===== src/pkg/tcc_pkg.sv =====
package tcc_pkg;
	// bus geometry
	localparam int unsigned AW = 5;
	localparam int unsigned DW = 32;
	localparam int unsigned BYTE_W = 8;
	localparam int unsigned CNT_W = 16;
	localparam int unsigned NCH = 3;
	// channel slots inside arrays
	localparam int unsigned CH_B = 0;
	localparam int unsigned CH_C = 1;
	localparam int unsigned CH_D = 2;
	// register byte offsets
	localparam logic [AW-1:0] OFS_B_CTRL = 5'h00;
	localparam logic [AW-1:0] OFS_CD_CTRL = 5'h04;
	localparam logic [AW-1:0] OFS_MODE = 5'h08;
	localparam logic [NCH-1:0][AW-1:0] OFS_GEN = {5'h14, 5'h10, 5'h0c};
	localparam logic [AW-1:0] OFS_STATUS = 5'h18;
	// control code fields and values
	localparam int unsigned CTRL_CAP_BIT = 3;
	localparam int unsigned CTRL_SRC_BIT = 2;
	localparam int unsigned CTRL_BOTH_BIT = 1;
	localparam logic [1:0] ACT_OFF = 2'h0;
	localparam logic [1:0] ACT_CLR = 2'h1;
	localparam logic [1:0] ACT_SET = 2'h2;
	localparam logic [1:0] ACT_TGL = 2'h3;
	localparam logic [1:0] EDGE_RISE = 2'h0;
	localparam logic [1:0] EDGE_FALL = 2'h1;
	localparam logic [2:0] PSC_UNDIV = 3'h0;
	// reset values
	localparam logic [3:0] CTRL_RST = 4'h0;
	localparam logic [CNT_W-1:0] GEN_RST = 16'h0000;

	typedef enum logic [2:0] {FN_OFF, FN_OC, FN_CAP_PIN, FN_CAP_CH4, FN_IDLE} tcc_fn_t;

	typedef struct packed {
		logic [AW-1:0] address;
		logic read;
		logic write;
		logic [DW-1:0] writedata;
		logic [DW/BYTE_W-1:0] byteenable;
	} tcc_avreq_t;

	typedef struct packed {
		logic out;
		logic oe_n;
	} tcc_pin_t;

	typedef struct packed {
		logic [3:0] d;
		logic [3:0] c;
	} tcc_cd_t;

	typedef struct packed {
		logic [2:0] ch4_prescale_sel;
		logic buffer_mode_b;
		logic buffer_mode_a;
	} tcc_mode_t;

	typedef struct packed {
		tcc_pin_t d;
		tcc_pin_t c;
		tcc_pin_t b;
	} tcc_stat_t;

	localparam tcc_cd_t CD_RST = 8'h00;
	localparam tcc_mode_t MODE_RST = 5'h00;
endpackage : tcc_pkg


===== src/design/tcc_chan.sv =====
`timescale 1ns/1ps
`default_nettype none
module tcc_chan (
	input wire logic core_clk,
	input wire logic rst,
	input wire logic ce,
	input wire logic [3:0] ctrl,
	input wire logic ctrl_wr,
	input wire logic blocked,
	input wire logic ch4_ok,
	input wire logic ch4_evt,
	input wire logic [tcc_pkg::CNT_W-1:0] count,
	input wire logic [tcc_pkg::CNT_W-1:0] gen_val,
	input wire logic pin_in,
	output tcc_pkg::tcc_pin_t pin,
	output logic cap
);
	import tcc_pkg::*;

	logic sync1_r, sync2_r, last_r, level_r, oe_n_r, mlast_r;
	logic sync1_nxt, sync2_nxt, last_nxt, level_nxt, oe_n_nxt, mlast_nxt;
	logic rise, fall, match, match_evt, trig;
	tcc_fn_t fn;

	// buffer use overrides whatever the code says
	always_comb begin
		if (blocked)
			fn = FN_IDLE;
		else if (!ctrl[CTRL_CAP_BIT])
			fn = (ctrl[1:0] == ACT_OFF) ? FN_OFF : FN_OC;
		else if (!ctrl[CTRL_SRC_BIT])
			fn = FN_CAP_PIN;
		else
			fn = FN_CAP_CH4;
	end

	// edges only from the second sync stage and its delayed copy
	assign rise = sync2_r & ~last_r;
	assign fall = ~sync2_r & last_r;
	assign match = (count == gen_val);
	// a stalled counter would otherwise re-fire the match every cycle
	assign match_evt = match & ~mlast_r;

	// capture trigger per function
	always_comb begin
		trig = 1'b0;
		unique case (fn)
			FN_CAP_PIN: begin
				if (ctrl[CTRL_BOTH_BIT])
					trig = rise | fall;
				else if (ctrl[1:0] == EDGE_FALL)
					trig = fall;
				else
					trig = rise;
			end
			FN_CAP_CH4: trig = ch4_evt & ch4_ok;
			FN_OFF, FN_OC, FN_IDLE: trig = 1'b0;
		endcase
	end
	assign cap = ce & trig;

	// next pin and sampler state
	always_comb begin
		sync1_nxt = pin_in;
		sync2_nxt = sync1_r;
		last_nxt = sync2_r;
		mlast_nxt = match;
		level_nxt = level_r;
		oe_n_nxt = (fn != FN_OC);
		if (ctrl_wr && !ctrl[CTRL_CAP_BIT] && !blocked)
			level_nxt = ctrl[CTRL_SRC_BIT];
		else if (fn == FN_OC && match_evt) begin
			unique case (ctrl[1:0])
				ACT_CLR: level_nxt = 1'b0;
				ACT_SET: level_nxt = 1'b1;
				ACT_TGL: level_nxt = ~level_r;
				ACT_OFF: level_nxt = level_r;
			endcase
		end
	end

	// state frozen while the clock enable is low
	always_ff @(posedge core_clk or posedge rst) begin
		if (rst) begin
			sync1_r <= 1'b0;
			sync2_r <= 1'b0;
			last_r <= 1'b0;
			mlast_r <= 1'b0;
			level_r <= 1'b0;
			oe_n_r <= 1'b1;
		end else if (ce) begin
			sync1_r <= sync1_nxt;
			sync2_r <= sync2_nxt;
			last_r <= last_nxt;
			mlast_r <= mlast_nxt;
			level_r <= level_nxt;
			oe_n_r <= oe_n_nxt;
		end
	end

	assign pin.out = level_r;
	assign pin.oe_n = oe_n_r;
endmodule : tcc_chan
`default_nettype wire


===== src/design/tcc_ch3_io_ctrl.sv =====
// Operation
// - a code with bit 3 clear is output compare, bit 2 gives the initial level, low bits 00 leave the pin undriven.
// - compare with low bits 01 drives the pin low on a counter match.
// - compare with low bits 10 drives the pin high on a counter match.
// - compare with low bits 11 inverts the pin on every counter match.
// - bits 3 and 2 equal to 10 make the register capture from its own channel 3 pin.
// - pin capture with low bits 00 captures on a rising edge.
// - pin capture with low bits 01 captures on a falling edge.
// - pin capture with bit 1 set captures on both edges.
// - bits 3 and 2 both set capture on every channel 4 count, low bits ignored.
// - for registers b and d the channel 4 count capture never fires while the channel 4 prescaler selects 000.
// - while buffer mode a is set register c neither captures nor compares.
// - while buffer mode b is set register d neither captures nor compares.
// - a register used as a buffer acts only as a buffer, whatever its code.
// - each capture event copies the counter into the capturing register.
`timescale 1ns/1ps
`default_nettype none
module tcc_ch3_io_ctrl (
	input wire logic core_clk,
	input wire logic rst,
	input wire logic ce,
	input wire tcc_pkg::tcc_avreq_t avs_req,
	output logic avs_waitrequest,
	output logic [tcc_pkg::DW-1:0] avs_readdata,
	input wire logic [tcc_pkg::CNT_W-1:0] ch3_count,
	input wire logic ch4_count_evt,
	input wire logic ch3_pin_b_in,
	input wire logic ch3_pin_c_in,
	input wire logic ch3_pin_d_in,
	output tcc_pkg::tcc_pin_t ch3_pin_b,
	output tcc_pkg::tcc_pin_t ch3_pin_c,
	output tcc_pkg::tcc_pin_t ch3_pin_d
);
	import tcc_pkg::*;

	logic [3:0] b_ctrl_r, b_ctrl_nxt;
	tcc_cd_t cd_ctrl_r, cd_ctrl_nxt;
	tcc_mode_t mode_r, mode_nxt;
	logic [CNT_W-1:0] gen_r [NCH];
	logic [CNT_W-1:0] gen_nxt [NCH];
	logic [NCH-1:0] wr_r, wr_nxt;
	logic ack_r, ack_nxt;
	logic [DW-1:0] rdata_r, rdata_nxt, rd_val;
	logic acc, wr_go, rd_load;
	logic [3:0] ctrl [NCH];
	logic [NCH-1:0] blocked, ch4_ok, cap, pin_in;
	tcc_pin_t pin [NCH];
	tcc_stat_t stat;

	// byte-lane merge for the 16-bit general registers
	function automatic logic [CNT_W-1:0] merge(input logic [CNT_W-1:0] old, input logic [DW-1:0] wd,
		input logic [DW/BYTE_W-1:0] be);
		logic [CNT_W-1:0] m;
		m = old;
		for (int i = 0; i < CNT_W / BYTE_W; i++) begin
			if (be[i])
				m[i*BYTE_W +: BYTE_W] = wd[i*BYTE_W +: BYTE_W];
		end
		return m;
	endfunction : merge

	// one wait state per access; a frozen clock enable keeps the bus waiting
	assign acc = avs_req.read | avs_req.write;
	assign avs_waitrequest = acc & ~(ack_r & ce);
	assign wr_go = avs_req.write & ack_r & ce;
	assign rd_load = avs_req.read & ~ack_r;
	assign ack_nxt = acc & ~ack_r;

	// channel wiring
	assign ctrl[CH_B] = b_ctrl_r;
	assign ctrl[CH_C] = cd_ctrl_r.c;
	assign ctrl[CH_D] = cd_ctrl_r.d;
	assign blocked[CH_B] = 1'b0;
	assign blocked[CH_C] = mode_r.buffer_mode_a;
	assign blocked[CH_D] = mode_r.buffer_mode_b;
	// undivided channel 4 clock voids count capture on b and d only
	assign ch4_ok[CH_B] = (mode_r.ch4_prescale_sel != PSC_UNDIV);
	assign ch4_ok[CH_C] = 1'b1;
	assign ch4_ok[CH_D] = (mode_r.ch4_prescale_sel != PSC_UNDIV);
	assign pin_in = {ch3_pin_d_in, ch3_pin_c_in, ch3_pin_b_in};

	genvar g;
	generate
		for (g = 0; g < NCH; g++) begin : g_chan
			tcc_chan u_chan (
				.core_clk(core_clk),
				.rst(rst),
				.ce(ce),
				.ctrl(ctrl[g]),
				.ctrl_wr(wr_r[g]),
				.blocked(blocked[g]),
				.ch4_ok(ch4_ok[g]),
				.ch4_evt(ch4_count_evt),
				.count(ch3_count),
				.gen_val(gen_r[g]),
				.pin_in(pin_in[g]),
				.pin(pin[g]),
				.cap(cap[g])
			);
		end
	endgenerate

	assign ch3_pin_b = pin[CH_B];
	assign ch3_pin_c = pin[CH_C];
	assign ch3_pin_d = pin[CH_D];
	assign stat.b = pin[CH_B];
	assign stat.c = pin[CH_C];
	assign stat.d = pin[CH_D];

	// read mux; unmapped offsets read zero
	always_comb begin
		rd_val = '0;
		unique case (avs_req.address)
			OFS_B_CTRL: rd_val = DW'(b_ctrl_r);
			OFS_CD_CTRL: rd_val = DW'(cd_ctrl_r);
			OFS_MODE: rd_val = DW'(mode_r);
			OFS_GEN[CH_B]: rd_val = DW'(gen_r[CH_B]);
			OFS_GEN[CH_C]: rd_val = DW'(gen_r[CH_C]);
			OFS_GEN[CH_D]: rd_val = DW'(gen_r[CH_D]);
			OFS_STATUS: rd_val = DW'(stat);
			default: rd_val = '0;
		endcase
	end

	// register next values; a capture beats a bus write in the same cycle
	always_comb begin
		b_ctrl_nxt = b_ctrl_r;
		cd_ctrl_nxt = cd_ctrl_r;
		mode_nxt = mode_r;
		wr_nxt = '0;
		rdata_nxt = rd_load ? rd_val : rdata_r;
		for (int i = 0; i < NCH; i++) begin
			gen_nxt[i] = gen_r[i];
			if (wr_go && avs_req.address == OFS_GEN[i])
				gen_nxt[i] = merge(gen_r[i], avs_req.writedata, avs_req.byteenable);
			if (cap[i])
				gen_nxt[i] = ch3_count;
		end
		if (wr_go && avs_req.byteenable[0]) begin
			if (avs_req.address == OFS_B_CTRL) begin
				b_ctrl_nxt = avs_req.writedata[3:0];
				wr_nxt[CH_B] = 1'b1;
			end
			if (avs_req.address == OFS_CD_CTRL) begin
				cd_ctrl_nxt = avs_req.writedata[$bits(tcc_cd_t)-1:0];
				wr_nxt[CH_C] = 1'b1;
				wr_nxt[CH_D] = 1'b1;
			end
			if (avs_req.address == OFS_MODE)
				mode_nxt = avs_req.writedata[$bits(tcc_mode_t)-1:0];
		end
	end

	// all bus and control state holds while the clock enable is low
	always_ff @(posedge core_clk or posedge rst) begin
		if (rst) begin
			b_ctrl_r <= CTRL_RST;
			cd_ctrl_r <= CD_RST;
			mode_r <= MODE_RST;
			wr_r <= '0;
			ack_r <= 1'b0;
			rdata_r <= '0;
			for (int i = 0; i < NCH; i++)
				gen_r[i] <= GEN_RST;
		end else if (ce) begin
			b_ctrl_r <= b_ctrl_nxt;
			cd_ctrl_r <= cd_ctrl_nxt;
			mode_r <= mode_nxt;
			wr_r <= wr_nxt;
			ack_r <= ack_nxt;
			rdata_r <= rdata_nxt;
			for (int i = 0; i < NCH; i++)
				gen_r[i] <= gen_nxt[i];
		end
	end

	assign avs_readdata = rdata_r;
endmodule : tcc_ch3_io_ctrl
`default_nettype wire


===== config.mk =====
export PLATFORM = sky130hd
export DESIGN_NAME = tcc_ch3_io_ctrl
export DESIGN_NICKNAME = d
export VERILOG_FILES = /design/src/pkg/tcc_pkg.sv /design/src/design/tcc_chan.sv /design/src/design/tcc_ch3_io_ctrl.sv
export SDC_FILE = /design/constraint.sdc
export NUM_CORES = 1
export LEC_CHECK = 0
export BUFFER_PORTS_ARGS = -buffer_cell sky130_fd_sc_hd__buf_4
export CORE_ASPECT_RATIO = 0.8
export CORE_MARGIN = 4
export CORE_UTILIZATION = 35
export CTS_CLUSTER_DIAMETER = 100
export DETAILED_ROUTE_END_ITERATION = 8
export GPL_TIMING_DRIVEN = 0
export SYNTH_ARGS = -nofsm -noshare
export SYNTH_HDL_FRONTEND = slang
export SYNTH_HIERARCHICAL = 1
export SYNTH_SLANG_ARGS = --single-unit

===== constraint.sdc =====
create_clock -name core_clk -period 2.3 [get_ports core_clk]
set_input_delay 0 -clock core_clk [delete_from_list [all_inputs] [get_ports core_clk]]
set_output_delay 0 -clock core_clk [all_outputs]
set_load 0.05 [all_outputs]

==> impl_table.tex <==
\begin{tabular}{lr}
\hline
Metric & Value \\
\hline
\multicolumn{2}{l}{\textbf{Status}} \\
\quad Result of the run & finished clean \\
\multicolumn{2}{l}{\textbf{Clock network}} \\
\quad Number of H-tree branching levels & 3 \\
\quad Clock transition at path regs & roughly 0.070 ns \\
\quad Num Clock Sinks & about 100 \\
\quad Number of buffers between clock root and the deepest sink & 2 \\
\quad Clock tree from TritonCTS & done \\
\quad Inserted Clock Buffers & 9 \\
\quad Worst skew pair latency & approximately 0.36 ns \\
\quad Master cell of the clock root buffer & clkbuf\_16 \\
\multicolumn{2}{l}{\textbf{Placement}} \\
\quad HPWL after detailed placement & approximately 15,000 µm \\
\quad Total instance count after detailed placement & slightly below 900 \\
\quad Count of port buffers added during placement & 68 \\
\quad Worst slack at placement & -0.632 ns \\
\quad Total cell area at the placement stage & a little under 0.007 mm² \\
\quad Routability congestion estimate & between 0.9 and 1 \\
\multicolumn{2}{l}{\textbf{Critical path}} \\
\quad Kind of critical path & register to register \\
\quad FF-to-FF Start & g\_chan[2].u\_chan/last\_r \\
\quad Data required time at the worst endpoint & 2.59 ns \\
\quad Critical Path Source & g\_chan[2].u\_chan/last\_r \\
\quad Data arrival time of the critical path & between 2 and 3 ns \\
\quad Largest fanout of any net on the critical path & 6 \\
\quad Endpoint kind of the worst setup timing path & register \\
\quad Nature of the critical path startpoint & register \\
\multicolumn{2}{l}{\textbf{Logic synthesis}} \\
\quad Post-synth top area share & between 40\% and 50\% \\
\quad Main area contributors after synthesis & dfrtp\_1, xnor2\_1, mux2\_2, a2bb2oi\_1, o22ai\_1 \\
\quad Cell type contributing the most total cell area after synthesis & dfrtp\_1 \\
\quad Syn Inst Count & around 590 \\
\quad Distinct cell type count of the synthesized netlist & between 60 and 70 \\
\quad Sequential-to-total area share from yosys stat & 42.3\% \\
\quad Synthesized area per cell & slightly above 10 µm² \\
\quad Yosys warning count & 6 \\
\quad Synthesis-stage register bit count & 102 \\
\quad Mapped Area & about 0.0060 mm² \\
\quad Number of synthesized flops with an enable pin & 0 \\
\quad Most used flip-flop cell after synthesis & dfrtp\_1 \\
\quad Async SR Flop Fraction & 100\% \\
\multicolumn{2}{l}{\textbf{Power and ir drop}} \\
\quad Total power density per cell area & just over 700 mW/mm² \\
\quad VDD IR max & 0.397 mV \\
\quad Switching power & 1.96 mW \\
\quad Combinational share of power & around 29\% \\
\quad Tot Pwr & between 5 and 6 mW \\
\quad Proportion of power drawn by the clock network & 29.8\% \\
\quad Static Leak & approximately 3.4 nW \\
\quad Switching part of the total & between 30 and 40\% \\
\quad Cell internal pwr & between 3 and 4 mW \\
\quad Share of total power in sequential cells & between 40\% and 50\% \\
\multicolumn{2}{l}{\textbf{Timing}} \\
\quad RSZ-0062 raised after global routing & true \\
\quad Final hold violation count & 0 \\
\quad Final cycle utilization of the critical path & a little over nine tenths \\
\quad Total negative slack & 0 ns \\
\quad Min Clock Period, post-route & about 2.3 ns \\
\quad Max-slew headroom & between 20\% and 30\% \\
\quad Fin Clk Skew & $\sim$0.009 ns \\
\quad Number of pins with negative max-slew slack in the final report & 0 \\
\quad Number of failing setup endpoints in the final timing report & 0 \\
\quad Worst hold margin & approximately 0.0025 ns \\
\quad Post-layout worst setup margin & roughly 0.045 ns \\
\quad Highest clock frequency the design can meet & about 440 MHz \\
\quad Measured slew at the worst slew-check pin & about 1.1 ns \\
\multicolumn{2}{l}{\textbf{Drt}} \\
\quad Initial DRC Count & approximately 480 \\
\quad Detailed Routing Iterations Pass 1 & 5 \\
\quad Antenna viol nets, final & 0 \\
\quad DRC violation count after routing & 0 \\
\quad Wire length reported by the detailed router & about 21,000 µm \\
\quad Average wire per cell in the routed design & 21.9 µm \\
\quad Vias per inst & 5.64 \\
\quad Total vias in the final route & 5,320 \\
\multicolumn{2}{l}{\textbf{Worst hold path}} \\
\quad Hold path start & avs\_req[19] \\
\quad Kind of path behind the tightest hold check & primary input to register \\
\multicolumn{2}{l}{\textbf{Global routing}} \\
\quad GRT Resource Usage Total & about a fifth \\
\quad Antenna violations before repair & 0 \\
\quad Global-route wire length before repair & between 30,000 and 40,000 µm \\
\quad Overflow after GRT & 0 \\
\quad Pin count of the biggest net entering global routing & 47 \\
\quad Number of global-route vias before repair & just over 5,000 \\
\multicolumn{2}{l}{\textbf{Layout}} \\
\quad Number of fill cells in the layout & between 1,500 and 2,000 \\
\quad Final design instance area without fill & between 0.007 and 0.008 mm² \\
\quad Final std cells w/o fill & around 940 \\
\quad Antenna diode count & 0 \\
\quad Layout overhead on the synthesized area & 31.5\% \\
\quad Number of nets in the final layout & 790 \\
\quad Most common cell after layout, fill and taps aside & buf\_4 \\
\quad Most used cells in the layout excluding fill and tap cells & buf\_4, dfrtp\_1, xnor2\_1 \\
\quad Fraction of layout cells with a size suffix above 1 & between 30\% and 40\% \\
\quad Final cell utilization of the core & 47.5\% \\
\multicolumn{2}{l}{\textbf{Floorplanning}} \\
\quad \# IOs & 105 \\
\quad Die boundary width & 155 µm \\
\quad Die span in y & around 130 µm \\
\quad Effective utilization at floorplan & 36.1\% \\
\quad Floorplan core area & about 0.017 mm² \\
\quad Die area & approximately 0.02 mm² \\
\quad Core Rows & 42 \\
\multicolumn{2}{l}{\textbf{Job}} \\
\quad Reported max-cap violation count & 0 \\
\hline
\end{tabular}
registers in the layout, summed over array words and instances (netlist names):
| name | count |
|---|---|
| cd_ctrl_r | 8 |
| blocked | 2 |
| g_chan.u_chan/sync1_r | 3 |
| ack_r | 1 |
| g_chan.u_chan/last_r | 3 |
| b_ctrl_r | 4 |
| g_chan.u_chan/level_r | 3 |
| avs_readdata | 16 |
| gen_r | 48 |
| mode_r | 3 |
| g_chan.u_chan/last_nxt | 3 |
| g_chan.u_chan/oe_n_r | 3 |
| wr_r | 2 |
| g_chan.u_chan/mlast_r | 3 |
power by group through the flow:
| stage | registers [mW] | logic [mW] | clock network [mW] |
|---|---|---|---|
| after floorplan | 2.55 | 0.793 | 0 |
| after global placement | 2.35 | 1.50 | 0 |
| after detailed placement | 2.36 | 1.53 | 0 |
| after CTS | 2.33 | 1.56 | 1.72 |
| after global routing | 2.37 | 1.74 | 1.79 |
| final | 2.34 | 1.63 | 1.69 |
per-layer routing:
metal	routed length, µm	vias to the layer above	global-route usage, %
li1	-	2430	-
met1	9360	2614	30.3
met5	0	-	0
met4	610	0	7.84
met2	8960	240	28.9
met3	1730	36	5.15
cell usage after synthesis, drive strengths merged (7+ instances only):
cell type / n
nand2: 33
and3: 7
dfrtp: 99
nor2: 26
nand4: 13
a22oi: 8
inv: 27
or2: 14
nor3: 12
a2bb2oi: 27
o21a: 17
nand3: 9
a21oi: 24
nand2b: 8
xnor2: 30
mux2: 29
o22ai: 34
xor2: 9
mux2i: 11
clkbuf: 17
o32a: 15
buf: 32
o21ai: 20
worst max-delay path, cell delays in order, from the launching register on:
cell	delay, ns
dfrtp_1	0.40
inv_2	0.07
ha_2	0.27
nand2_2	0.07
o21ai_2	0.06
a21oi_2	0.15
a31oi_1	0.07
nor3_2	0.21
bufinv_8	0.24
buf_6	0.13
a21oi_4	0.20
buf_4	0.18
a2bb2oi_2	0.14
what timing repair did:
item | 4_1_cts | 5_1_grt
endpoints found under the setup margin | 61 | 44
gates cloned | 0 | 0
buffers inserted | 4 | 12
hold buffers | 18 | 1
resized for setup | 16 | 74
pin swaps | 0 | 24
hold endpoints to repair | 89 | 1
cells by family (layout without fill, tap and decap cells):
kind of cell	Yosys count	in the layout	synth area share, %
multiplexers	44	44	8.79
XOR/XNOR	39	39	5.66
buffers and inverters	78	197	7.25
flip-flops	102	102	42.3
AO/OA/AOI/OAI	179	179	22.2
adder cells (fa/ha/maj)	6	6	1.24
other	2	19	0.124
AND/OR/NAND/NOR	137	137	12.4
final timing paths:
check                      cells past startpoint  slack, ns                         to
min in group asynchronous                      3       0.17   g_chan[0].u_chan/level_r
max in group asynchronous                      4       1.39                 blocked[2]
min                                            3      0.003                  gen_r[31]
max                                           12       0.04                   gen_r[6]
max reg2reg                                   12       0.04                   gen_r[6]
min reg2reg                                    2       0.48  g_chan[1].u_chan/last_nxt
final cells by class:
| cell class | instances | area (µm²) | share of cell area [%] |
|---|---|---|---|
| Inverter | 28 | 121 | 1.53 |
| Tap cell | 220 | 275 | 3.47 |
| Multi-Input combinational cell | 424 | 3440 | 43.3 |
| Buffer | 49 | 352 | 4.43 |
| Clock buffer | 10 | 229 | 2.88 |
| Clock inverter | 6 | 95.1 | 1.20 |
| Timing Repair Buffer | 104 | 872 | 11.0 |
| Sequential cell | 102 | 2560 | 32.2 |
(Power assumes the default switching activity.)
